==> config.mk <==
export PLATFORM = sky130hd
export DESIGN_NAME = pmt_timer
export DESIGN_NICKNAME = d
export VERILOG_FILES = /design/src/verilog/pmt_pkg.sv /design/src/verilog/pmt_timer.sv
export SDC_FILE = /design/constraint.sdc
export NUM_CORES = 1
export LEC_CHECK = 0
export BUFFER_PORTS_ARGS = -buffer_cell sky130_fd_sc_hd__buf_2
export CAP_MARGIN = 20
export CELL_PAD_IN_SITES_DETAIL_PLACEMENT = 1
export CELL_PAD_IN_SITES_GLOBAL_PLACEMENT = 2
export CORE_MARGIN = 1.5
export CORE_UTILIZATION = 36
export DETAILED_ROUTE_END_ITERATION = 10
export PLACE_DENSITY = 0.94
export SETUP_SLACK_MARGIN = 0.3
export SLEW_MARGIN = 30
export SYNTH_ARGS = -nofsm -noshare
export SYNTH_HDL_FRONTEND = slang
export SYNTH_SLANG_ARGS = --single-unit
==> constraint.sdc <==
create_clock -name aclk -period 3.9 [get_ports aclk]
set_input_delay 0.39 -clock aclk [delete_from_list [all_inputs] [get_ports aclk]]
set_output_delay 0.39 -clock aclk [all_outputs]
set_load 0.05 [all_outputs]
==> src/verilog/pmt_pkg.sv <==
// constants and types for the periodic modulo tick timer
package pmt_pkg;
  // register byte offsets
  localparam logic [11:0] ctrl_status_off = 12'h000;
  localparam logic [11:0] compare_limit_off = 12'h004;
  localparam logic [11:0] tick_count_off = 12'h008;
  localparam int addr_w = 12;
  // control/status field positions
  localparam int match_flag_bit = 7;
  localparam int irq_enable_bit = 6;
  localparam int toggle_en_bit = 4;
  localparam int prescale_lsb = 8;
  localparam int source_lsb = 14;
  // encodings and reset values
  localparam logic [1:0] src_ext_osc = 2'h0;
  localparam logic [1:0] src_low_power = 2'h1;
  localparam logic [1:0] src_int_ref = 2'h2;
  localparam logic [1:0] src_bus = 2'h3;
  localparam logic [2:0] prescale_off = 3'h0;
  localparam logic [15:0] count_reset = 16'h0000;
  localparam logic [15:0] limit_reset = 16'h0000;
  localparam logic [1:0] resp_okay = 2'h0;
  localparam logic [1:0] resp_slverr = 2'h2;
  localparam int div_w = 11;
  // software-visible control fields
  typedef struct packed {
    logic [1:0] source_select;
    logic [2:0] prescale_select;
    logic match_irq_enable;
    logic toggle_output_enable;
  } pmt_ctrl_t;
endpackage

==> src/verilog/pmt_timer.sv <==
// periodic modulo tick timer with axi4-lite register access
// What this block does
// - 16-bit up-counter, 16-bit compare limit, source selector, binary and decimal prescaler.
// - reset stops counter at zero, clears limit, prescaler off.
// - source select resets to external crystal oscillator, code 00.
// - prescale select 000 keeps prescaler off; nonzero starts counting.
// - source codes: 00 crystal, 01 low power, 10 internal reference, 11 bus.
// - writing a different source select clears prescaler and counter.
// - writing a different prescale select clears prescaler and counter.
// - sources 00/10: codes 001..111 divide by 1,2,4,8,16,32,64.
// - sources 01/11: codes 001..111 divide by 128..2048,100,1000.
// - counter steps per prescaler tick, wraps to zero after equalling limit.
// - match flag sets when counter moves from limit to zero.
// - written limit is held until overflow or nonzero prescale select.
// - interrupt request while match flag and interrupt enable are both set.
// - writing one to match flag clears flag and request.
// - with output enable set, output pin inverts at every overflow.
// - pin toggles in the same step as the flag sets.
// - writing zero to match flag leaves it unchanged.
// - limit of zero sets the flag on every prescaler tick.
// - count is read-only; software reads all 16 bits in one access.
`timescale 1ns/100ps
module pmt_timer (
  input wire logic aclk,
  input wire logic aresetn,
  input wire logic ext_osc_clk,
  input wire logic low_power_osc_clk,
  input wire logic int_ref_clk,
  input wire logic [11:0] s_axi_awaddr,
  input wire logic s_axi_awvalid,
  output logic s_axi_awready,
  input wire logic [31:0] s_axi_wdata,
  input wire logic [3:0] s_axi_wstrb,
  input wire logic s_axi_wvalid,
  output logic s_axi_wready,
  output logic [1:0] s_axi_bresp,
  output logic s_axi_bvalid,
  input wire logic s_axi_bready,
  input wire logic [11:0] s_axi_araddr,
  input wire logic s_axi_arvalid,
  output logic s_axi_arready,
  output logic [31:0] s_axi_rdata,
  output logic [1:0] s_axi_rresp,
  output logic s_axi_rvalid,
  input wire logic s_axi_rready,
  output logic match_irq,
  output logic toggle_out
);

  // last prescaler count (ratio minus one) per source group and code; 2048 fits this way
  function automatic logic [pmt_pkg::div_w-1:0] div_ratio(input logic [1:0] src, input logic [2:0] ps);
    logic [pmt_pkg::div_w-1:0] r;
    r = 11'h000;
    if (src[0] == 1'b0) begin
      case (ps)
        3'h1: r = 11'h000;
        3'h2: r = 11'h001;
        3'h3: r = 11'h003;
        3'h4: r = 11'h007;
        3'h5: r = 11'h00F;
        3'h6: r = 11'h01F;
        3'h7: r = 11'h03F;
        default: r = 11'h000;
      endcase
    end else begin
      case (ps)
        3'h1: r = 11'h07F;
        3'h2: r = 11'h0FF;
        3'h3: r = 11'h1FF;
        3'h4: r = 11'h3FF;
        3'h5: r = 11'h7FF;
        3'h6: r = 11'h063;
        3'h7: r = 11'h3E7;
        default: r = 11'h000;
      endcase
    end
    return r;
  endfunction

  // register decode
  function automatic logic addr_is(input logic [11:0] a, input logic [11:0] off);
    return a[11:2] == off[11:2];
  endfunction

  ////////////////////////////////////////////////////////////////////////
  // source clock synchronisers
  logic [2:0] src_pin;
  logic [2:0] src_s1_ff;
  logic [2:0] src_s2_ff;
  logic [2:0] src_s3_ff;
  logic [2:0] src_lvl_ff;
  logic [2:0] src_rise;
  assign src_pin = {int_ref_clk, low_power_osc_clk, ext_osc_clk};

  genvar gi;
  generate
    for (gi = 0; gi < 3; gi++) begin : g_sync
      // three flops; level accepted when stages two and three agree
      always_ff @(posedge aclk) begin
        if (!aresetn) begin
          src_s1_ff[gi] <= 1'b0;
          src_s2_ff[gi] <= 1'b0;
          src_s3_ff[gi] <= 1'b0;
          src_lvl_ff[gi] <= 1'b0;
        end else begin
          src_s1_ff[gi] <= src_pin[gi];
          src_s2_ff[gi] <= src_s1_ff[gi];
          src_s3_ff[gi] <= src_s2_ff[gi];
          if (src_s2_ff[gi] == src_s3_ff[gi]) begin
            src_lvl_ff[gi] <= src_s3_ff[gi];
          end
        end
      end
      assign src_rise[gi] = src_s2_ff[gi] & src_s3_ff[gi] & ~src_lvl_ff[gi];
    end
  endgenerate

  ////////////////////////////////////////////////////////////////////////
  // control state
  pmt_pkg::pmt_ctrl_t ctrl_ff;
  logic [15:0] limit_wr_ff;
  logic [15:0] limit_act_ff;
  logic [15:0] count_ff;
  logic [pmt_pkg::div_w-1:0] pre_ff;
  logic match_flag_ff;
  logic toggle_ff;

  // bus write capture
  logic [11:0] aw_addr_ff;
  logic aw_full_ff;
  logic [31:0] w_data_ff;
  logic [3:0] w_strb_ff;
  logic w_full_ff;
  logic do_write;
  logic wr_ctrl;
  logic wr_limit;
  logic [1:0] nxt_source;
  logic [2:0] nxt_prescale;
  logic cfg_change;
  logic src_edge;
  logic pre_tick;
  logic overflow;

  assign do_write = aw_full_ff & w_full_ff & ~s_axi_bvalid;
  assign wr_ctrl = do_write & addr_is(aw_addr_ff, pmt_pkg::ctrl_status_off);
  assign wr_limit = do_write & addr_is(aw_addr_ff, pmt_pkg::compare_limit_off);
  assign nxt_source = w_strb_ff[1] ? w_data_ff[pmt_pkg::source_lsb +: 2] : ctrl_ff.source_select;
  assign nxt_prescale = w_strb_ff[1] ? w_data_ff[pmt_pkg::prescale_lsb +: 3] : ctrl_ff.prescale_select;
  assign cfg_change = wr_ctrl & ((nxt_source != ctrl_ff.source_select)
    | (nxt_prescale != ctrl_ff.prescale_select));

  // source routing
  always_comb begin
    case (ctrl_ff.source_select)
      pmt_pkg::src_ext_osc: src_edge = src_rise[0];
      pmt_pkg::src_low_power: src_edge = src_rise[1];
      pmt_pkg::src_int_ref: src_edge = src_rise[2];
      pmt_pkg::src_bus: src_edge = 1'b1;
      default: src_edge = 1'b0;
    endcase
  end

  assign pre_tick = src_edge & (ctrl_ff.prescale_select != pmt_pkg::prescale_off)
    & (pre_ff == div_ratio(ctrl_ff.source_select, ctrl_ff.prescale_select));
  assign overflow = pre_tick & (count_ff == limit_act_ff) & ~cfg_change;

  // control fields
  always_ff @(posedge aclk) begin
    if (!aresetn) begin
      ctrl_ff.source_select <= pmt_pkg::src_ext_osc;
      ctrl_ff.prescale_select <= pmt_pkg::prescale_off;
      ctrl_ff.match_irq_enable <= 1'b0;
      ctrl_ff.toggle_output_enable <= 1'b0;
    end else if (wr_ctrl) begin
      ctrl_ff.source_select <= nxt_source;
      ctrl_ff.prescale_select <= nxt_prescale;
      if (w_strb_ff[0]) begin
        ctrl_ff.match_irq_enable <= w_data_ff[pmt_pkg::irq_enable_bit];
        ctrl_ff.toggle_output_enable <= w_data_ff[pmt_pkg::toggle_en_bit];
      end
    end
  end

  // prescaler
  always_ff @(posedge aclk) begin
    if (!aresetn || cfg_change || ctrl_ff.prescale_select == pmt_pkg::prescale_off) begin
      pre_ff <= '0;
    end else if (pre_tick) begin
      pre_ff <= '0;
    end else if (src_edge) begin
      pre_ff <= pre_ff + 11'h001;
    end
  end

  // main counter
  always_ff @(posedge aclk) begin
    if (!aresetn || cfg_change) begin
      count_ff <= pmt_pkg::count_reset;
    end else if (overflow) begin
      count_ff <= pmt_pkg::count_reset;
    end else if (pre_tick) begin
      count_ff <= count_ff + 16'h0001;
    end
  end

  // compare limit: written copy and active copy
  always_ff @(posedge aclk) begin
    if (!aresetn) begin
      limit_wr_ff <= pmt_pkg::limit_reset;
      limit_act_ff <= pmt_pkg::limit_reset;
    end else begin
      if (wr_limit) begin
        if (w_strb_ff[0]) limit_wr_ff[7:0] <= w_data_ff[7:0];
        if (w_strb_ff[1]) limit_wr_ff[15:8] <= w_data_ff[15:8];
      end
      if (overflow || (wr_ctrl && nxt_prescale != pmt_pkg::prescale_off)) begin
        limit_act_ff <= limit_wr_ff;
      end
    end
  end

  // match flag, set beats clear
  always_ff @(posedge aclk) begin
    if (!aresetn) begin
      match_flag_ff <= 1'b0;
    end else if (overflow) begin
      match_flag_ff <= 1'b1;
    end else if (wr_ctrl && w_strb_ff[0] && w_data_ff[pmt_pkg::match_flag_bit]) begin
      match_flag_ff <= 1'b0;
    end
  end

  // output pin toggle
  always_ff @(posedge aclk) begin
    if (!aresetn) begin
      toggle_ff <= 1'b0;
    end else if (overflow && ctrl_ff.toggle_output_enable) begin
      toggle_ff <= ~toggle_ff;
    end
  end

  assign match_irq = match_flag_ff & ctrl_ff.match_irq_enable;
  assign toggle_out = toggle_ff;

  ////////////////////////////////////////////////////////////////////////
  // axi4-lite write channel
  assign s_axi_awready = ~aw_full_ff;
  assign s_axi_wready = ~w_full_ff;

  always_ff @(posedge aclk) begin
    if (!aresetn) begin
      aw_full_ff <= 1'b0;
      aw_addr_ff <= '0;
    end else if (s_axi_awvalid && !aw_full_ff) begin
      aw_full_ff <= 1'b1;
      aw_addr_ff <= s_axi_awaddr;
    end else if (do_write) begin
      aw_full_ff <= 1'b0;
    end
  end

  always_ff @(posedge aclk) begin
    if (!aresetn) begin
      w_full_ff <= 1'b0;
      w_data_ff <= '0;
      w_strb_ff <= '0;
    end else if (s_axi_wvalid && !w_full_ff) begin
      w_full_ff <= 1'b1;
      w_data_ff <= s_axi_wdata;
      w_strb_ff <= s_axi_wstrb;
    end else if (do_write) begin
      w_full_ff <= 1'b0;
    end
  end

  // write response; count register silently ignores writes
  always_ff @(posedge aclk) begin
    if (!aresetn) begin
      s_axi_bvalid <= 1'b0;
      s_axi_bresp <= pmt_pkg::resp_okay;
    end else if (do_write) begin
      s_axi_bvalid <= 1'b1;
      s_axi_bresp <= (wr_ctrl || wr_limit || addr_is(aw_addr_ff, pmt_pkg::tick_count_off))
        ? pmt_pkg::resp_okay : pmt_pkg::resp_slverr;
    end else if (s_axi_bready) begin
      s_axi_bvalid <= 1'b0;
    end
  end

  ////////////////////////////////////////////////////////////////////////
  // axi4-lite read channel
  assign s_axi_arready = ~s_axi_rvalid;

  always_ff @(posedge aclk) begin
    if (!aresetn) begin
      s_axi_rvalid <= 1'b0;
      s_axi_rdata <= '0;
      s_axi_rresp <= pmt_pkg::resp_okay;
    end else if (s_axi_arvalid && !s_axi_rvalid) begin
      s_axi_rvalid <= 1'b1;
      s_axi_rresp <= pmt_pkg::resp_okay;
      s_axi_rdata <= '0;
      if (addr_is(s_axi_araddr, pmt_pkg::ctrl_status_off)) begin
        s_axi_rdata[pmt_pkg::source_lsb +: 2] <= ctrl_ff.source_select;
        s_axi_rdata[pmt_pkg::prescale_lsb +: 3] <= ctrl_ff.prescale_select;
        s_axi_rdata[pmt_pkg::match_flag_bit] <= match_flag_ff;
        s_axi_rdata[pmt_pkg::irq_enable_bit] <= ctrl_ff.match_irq_enable;
        s_axi_rdata[pmt_pkg::toggle_en_bit] <= ctrl_ff.toggle_output_enable;
      end else if (addr_is(s_axi_araddr, pmt_pkg::compare_limit_off)) begin
        s_axi_rdata[15:0] <= limit_wr_ff;
      end else if (addr_is(s_axi_araddr, pmt_pkg::tick_count_off)) begin
        s_axi_rdata[15:0] <= count_ff;
      end else begin
        s_axi_rresp <= pmt_pkg::resp_slverr;
      end
    end else if (s_axi_rready) begin
      s_axi_rvalid <= 1'b0;
    end
  end

endmodule

# After elaboration in Yosys (flattened, before gate mapping)
# Index checks and enable logic that the tools add are counted.
# word_totals
reg_bits	134
in_bits	70
output_inout_bits	43
wordCells	141
# op_classes
addsub	2
n_eq_ne	21
mux	27
bitwise_logic	26
n_reduce_logical	32
# ops
cell	n
$pmux W11 S7	1
$pmux W6 S6	1
$mux W16	2
$eq A10 B1 Y1 const B	2
$eq A10 B2 Y1 const B	2
$logic_not A10 Y1	2
$add A16 B1 Y16 const B	1
$and A1 B1 Y1	16
$eq A16 B16 Y1	1
$eq A3 B3 Y1 const B	4
$mux W2	6
$add A11 B1 Y11 const B	1
$eq A11 B11 Y1	1
$mux W1	11
$mux W11	1
$reduce_bool A2 Y1	5
$not A1 Y1	9
$logic_and A1 B1 Y1	7
$eq A3 B2 Y1 const B	2
$mux W3	2
$reduce_and A2 Y1	3
$reduce_bool A3 Y1	2
$logic_or A1 B1 Y1	5
$mux W5	1
other kinds (13)	20

# Longest topological paths before layout
# logic_depth
depth_word	8
depth_mapped	11
mapped_depth_nobuf	7

# Worst setup path before layout
# No wires, ideal clock.
# synth_path
path_kind	register to register
startpoint	reg ctrl_ff[4] (netlist name)
endpoint	reg limit_act_ff[10]
setup_time_ns	0.072
arrival_time_ns	2.127
required_time_ns	3.828
setup_slack_ns	1.702
path_stages_with_launch	10
n_path_buf	3
synth_period_minus_slack_ns	2.198
path_cell_list	dfxtp_1 -> buf_2 -> or3_1 -> and4_1 -> o32a_2 -> nand4bb_1 -> o31a_1 -> buf_6 -> buf_6 -> mux2i_1
# synth_via
elab_chain_len	8
word_cells_on_any_way	24
classes_between	9 x eq/ne; 4 x mux; 7 x bitwise; 4 x reduce/logical
# synth_rtl
element	line	rtl
start: declaration	pmt_timer.sv:120	pmt_pkg::pmt_ctrl_t ctrl_ff;
$eq A3 B3 Y1 (tied with other cells)	pmt_timer.sv:55, pmt_timer.sv:66	
$pmux W11 S7 / $pmux W6 S6 (equally long branches)	pmt_timer.sv:66, pmt_timer.sv:55	
$mux W11	pmt_timer.sv:54	if (src[0] == 1'b0) begin
$eq A11 B11 Y1	pmt_timer.sv:164	& (pre_ff == div_ratio(ctrl_ff.source_select, ctrl_ff.prescale_select));
$and A1 B1 Y1	pmt_timer.sv:164	
$and A1 B1 Y1 (2 in series)	pmt_timer.sv:165	assign overflow = pre_tick & (count_ff == limit_act_ff) & ~cfg_change;
$logic_or A1 B1 Y1 (*)	pmt_timer.sv:216	if (overflow || (wr_ctrl && nxt_prescale != pmt_pkg::prescale_off)) begin
end signal: assignment	pmt_timer.sv:210	limit_act_ff <= pmt_pkg::limit_reset;
end signal: assignment	pmt_timer.sv:217	limit_act_ff <= limit_wr_ff;
end: declaration	pmt_timer.sv:122	logic [15:0] limit_act_ff;
# Mark *: on every way between the ends. The rest lies on a longest branch, timed or not.
# A chain may end at the register's enable or synchronous reset.

# Worst setup path after layout
# layout_path
startpoint	reg ctrl_ff[3] (netlist name)
endpoint	reg count_ff[6]
# layout_via
elab_chain_len	8
word_cells_on_any_way	23
classes_between	9 x eq/ne; 4 x mux; 7 x bitwise; 3 x reduce/logical
# layout_rtl
element	line	rtl
$eq A3 B3 Y1 (tied with other cells)	pmt_timer.sv:55, pmt_timer.sv:66	
$pmux W11 S7 / $pmux W6 S6 (equally long branches)	pmt_timer.sv:66, pmt_timer.sv:55	
$mux W11	pmt_timer.sv:54	
$eq A11 B11 Y1	pmt_timer.sv:164	
$and A1 B1 Y1	pmt_timer.sv:164	
$and A1 B1 Y1 (2 in series)	pmt_timer.sv:165	
$reduce_or A2 Y1 (no line)	n/a	
end signal: assignment	pmt_timer.sv:198	count_ff <= pmt_pkg::count_reset;
end signal: assignment	pmt_timer.sv:200	count_ff <= pmt_pkg::count_reset;
end signal: assignment	pmt_timer.sv:202	count_ff <= count_ff + 16'h0001;
end: declaration	pmt_timer.sv:123	logic [15:0] count_ff;
# Parallel ways exist; a longest one is shown, timed or not.

==> run_results.csv <==
group,metric,value,unit
drt,ant_nets,0,
outcome,outcome,"complete, no violations",
clocking,cts-resized-gates,0,
power,p_leak,3.109,nW
synth,synth_flop_cell,"dfxtp_1",
synth,synth-edff-count,0,
global_routing,grt_pass1_vias,5250,
timing,slew_headroom,0.3636,
timing,fin_skew,0.007682,ns
synth,syn_area,6246,um2
timing,fmax,351.4,MHz
synth,ys_types,58,
place,placed_area,6675,um2
final_layout,nNetsFinal,840,
timing,setup_viol,0,
synth,synth_fa_ha_area_frac,0.01002,
clocking,clk_pin_slew_worst_paths,0.06,ns
worst_setup_path,cp_max_fo,22,
synth,synth-simple-area-share,0.2330,
timing,hold_viol_final,0,
power,powerDensity,434.0,nW/um2
worst_setup_path,max_stage_delay,0.75,ns
drt,vias,5254,
synth,synth-xor-area-share,0.04768,
power,internal-power,2.359,mW
die,fp.coreArea,16760,um2
final_layout,layout-drive-gt1-share,0.1521,
synth,synth_seq_cells,130,
power,p_clk_frac,0.474,
die,die-area,18150,um2
clocking,clockBufferDepth,2,
clocking,post_cts_buffers,0,
global_routing,grt_overflow_total,0,
place,dp_hpwl,11150,um
flow_run,drv_cap,0,
worst_setup_path,worstPathCellList,"or4b_1, o22ai_1, o32a_2, nand2_1, or4_1, a21oi_1",
drt,first_pass_iters,5,
die,rows,47,
clocking,clock_sinks,130,
power,p_sw,0.7793,mW
worst_setup_path,end_kind,"register",
synth,synth_top_family_by_area,"simple AND/OR/NAND/NOR gates",
timing,holdWs,0.1909,ns
clocking,ctsHoldBuffers,0,
drt,dr.first_iter.drc_count,262,
timing,setup-tns-final,0,ns
drt,viasPerCell,5.275,
drt,routedWlPerCell,15.65,um
synth,ys_async_sr_fraction,0,
timing,rsz0062_at_grt,"false",
timing,fin_crit,2.846,ns
clocking,cts_buffers,17,
place,place_congestion,0.7873,
global_routing,antenna_found_initial,0,
clocking,root_buffer,"clkbuf_16",
global_routing,grt_max_degree,62,
timing,period_share,0.7297,
drt,drc,0,
worst_setup_path,critPathRequiredTime,4.24,ns
hold_path,min_path_type,"in2reg",
power,p_sw_frac,0.2483,
global_routing,grt_pass1_wl,25920,um
die,io-pin-count,113,
clocking,h-tree-depth,4,
synth,synth_compound_area_frac,0.1711,
die,fp.dieH,134.7,um
global_routing,grt_usage,0.1796,
die,die_x,134.7,um
power,power_frac_comb,0.081,
final_layout,antenna_cells,0,
worst_setup_path,arrival,3.19,ns
die,initial_core_util,0.3727,
clocking,clk_latency,0.42,ns
place,portBuffers,72,
timing,tightestPinTransition,0.9534,ns
worst_setup_path,critPathKind,"reg2reg",
worst_setup_path,cp-start-kind,"register",
worst_setup_path,slowest_stage,"dfxtp_1",
final_layout,mostFrequentLayoutCells,"nand2_1, dfxtp_1, buf_2",
synth,synthMuxAreaShare,0.05929,
drt,wl,15590,um
power,power_frac_seq,0.444,
synth,yosysSeqAreaShare,0.4167,
synth,synthCells,713,
synth,yosys_warnings,0,
final_layout,design_area,7231,um2
final_layout,fillCellCount,2001,
clocking,tritoncts,"yes",
power,ir_drop,0.0002925,V
final_layout,syn2layout_area_growth,15.77,%
timing,slew_viol_final,0,
synth,postSynthAreaPerCell,8.760,um2
metrics by stage:
stage	total power, mW	std cells	setup WS [ns]	utilization
after floorplan	1.621	730	1.702	-
after global placement	1.673	966	1.112	0.3981
after detailed placement	1.680	966	1.061	0.3983
after CTS	3.170	996	1.040	0.4314
after global routing	3.246	996	0.7586	0.4314
final	3.138	996	1.054	0.4314
final timing paths:
| path | startpoint | endpoint | slack [ns] | cells after the start |
|---|---|---|---|---|
| worst max register to register | ctrl_ff[3] | count_ff[6] | 1.05 | 6 |
| worst min register to register | src_s1_ff[1] | src_s2_ff[1] | 0.44 | 1 |
| worst min-delay path | ext_osc_clk | src_s1_ff[0] | 0.19 | 2 |
| worst max-delay path | ctrl_ff[3] | count_ff[6] | 1.05 | 6 |
Yosys cell counts, drive strengths merged (15+ instances only):
master	count	area (um2)
o31ai	15	117.6
mux2i	37	370.4
nor2	22	82.58
nand3	30	155.1
xor2	24	210.2
a21oi	22	110.1
clkbuf	31	116.4
dfxtp	130	2603
buf	34	235.2
a21boi	36	270.3
or4	15	112.6
nand2	130	488.0
o211a	17	170.2
nor2b	23	143.9
power groups by stage:
| stage | registers [mW] | clock network, mW | logic, mW |
|---|---|---|---|
| floorplan | 1.46 | 0 | 0.158 |
| global placement | 1.42 | 0 | 0.252 |
| detailed placement | 1.42 | 0 | 0.257 |
| CTS | 1.39 | 1.52 | 0.258 |
| global route | 1.40 | 1.57 | 0.279 |
| finish | 1.39 | 1.49 | 0.255 |
kinds of logic after synthesis:
group	count (synthesis)
other cells	1
flops	130
xor+xnor	34
mux	37
buf+inv	74
compound gates	141
fa+ha+maj	5
simple gates	291
worst max-delay path: cells and delay by family, from the launching register on:
kind | cells | cell delay (ns)
simple gates | 3 | 1.51
flops | 1 | 0.75
compound gates | 3 | 0.51
sequential cells by signal (all words and copies together) (netlist names):
| register | flops |
|---|---|
| pre_ff | 11 |
| src_lvl_ff | 3 |
| s_axi_rresp | 1 |
| match_flag_ff | 1 |
| toggle_out | 1 |
| limit_act_ff | 16 |
| src_s3_ff | 3 |
| w_strb_ff | 2 |
| aw_addr_ff | 10 |
| count_ff | 16 |
| w_data_ff | 16 |
| s_axi_rdata | 16 |
| src_s2_ff | 3 |
| limit_wr_ff | 16 |
| s_axi_bvalid | 1 |
| src_s1_ff | 3 |
| s_axi_rvalid | 1 |
| ctrl_ff | 7 |
| aw_full_ff | 1 |
| w_full_ff | 1 |
| s_axi_bresp | 1 |
layer usage:
metal	vias up	global-route usage	share of wire
met1	2528	0.2232	0.45
met2	99	0.3048	0.49
met3	27	0.02928	0.031
met4	0	0.08363	0.027
met5	-	0	0
li1	2600	-	-
area by class of cell:
type                    count  area, um2  share of cell area
well taps                 220      275.3             0.03807
flip-flops and latches    130       2603              0.3599
multi-input cells         526       3333              0.4610
repair buffers             81      430.4             0.05953
clock inverters             8      81.33             0.01125
clock buffers              22      474.2             0.06558
inverters                   9      33.78            0.004672
Note: power is estimated with default switching activity, not from simulation.
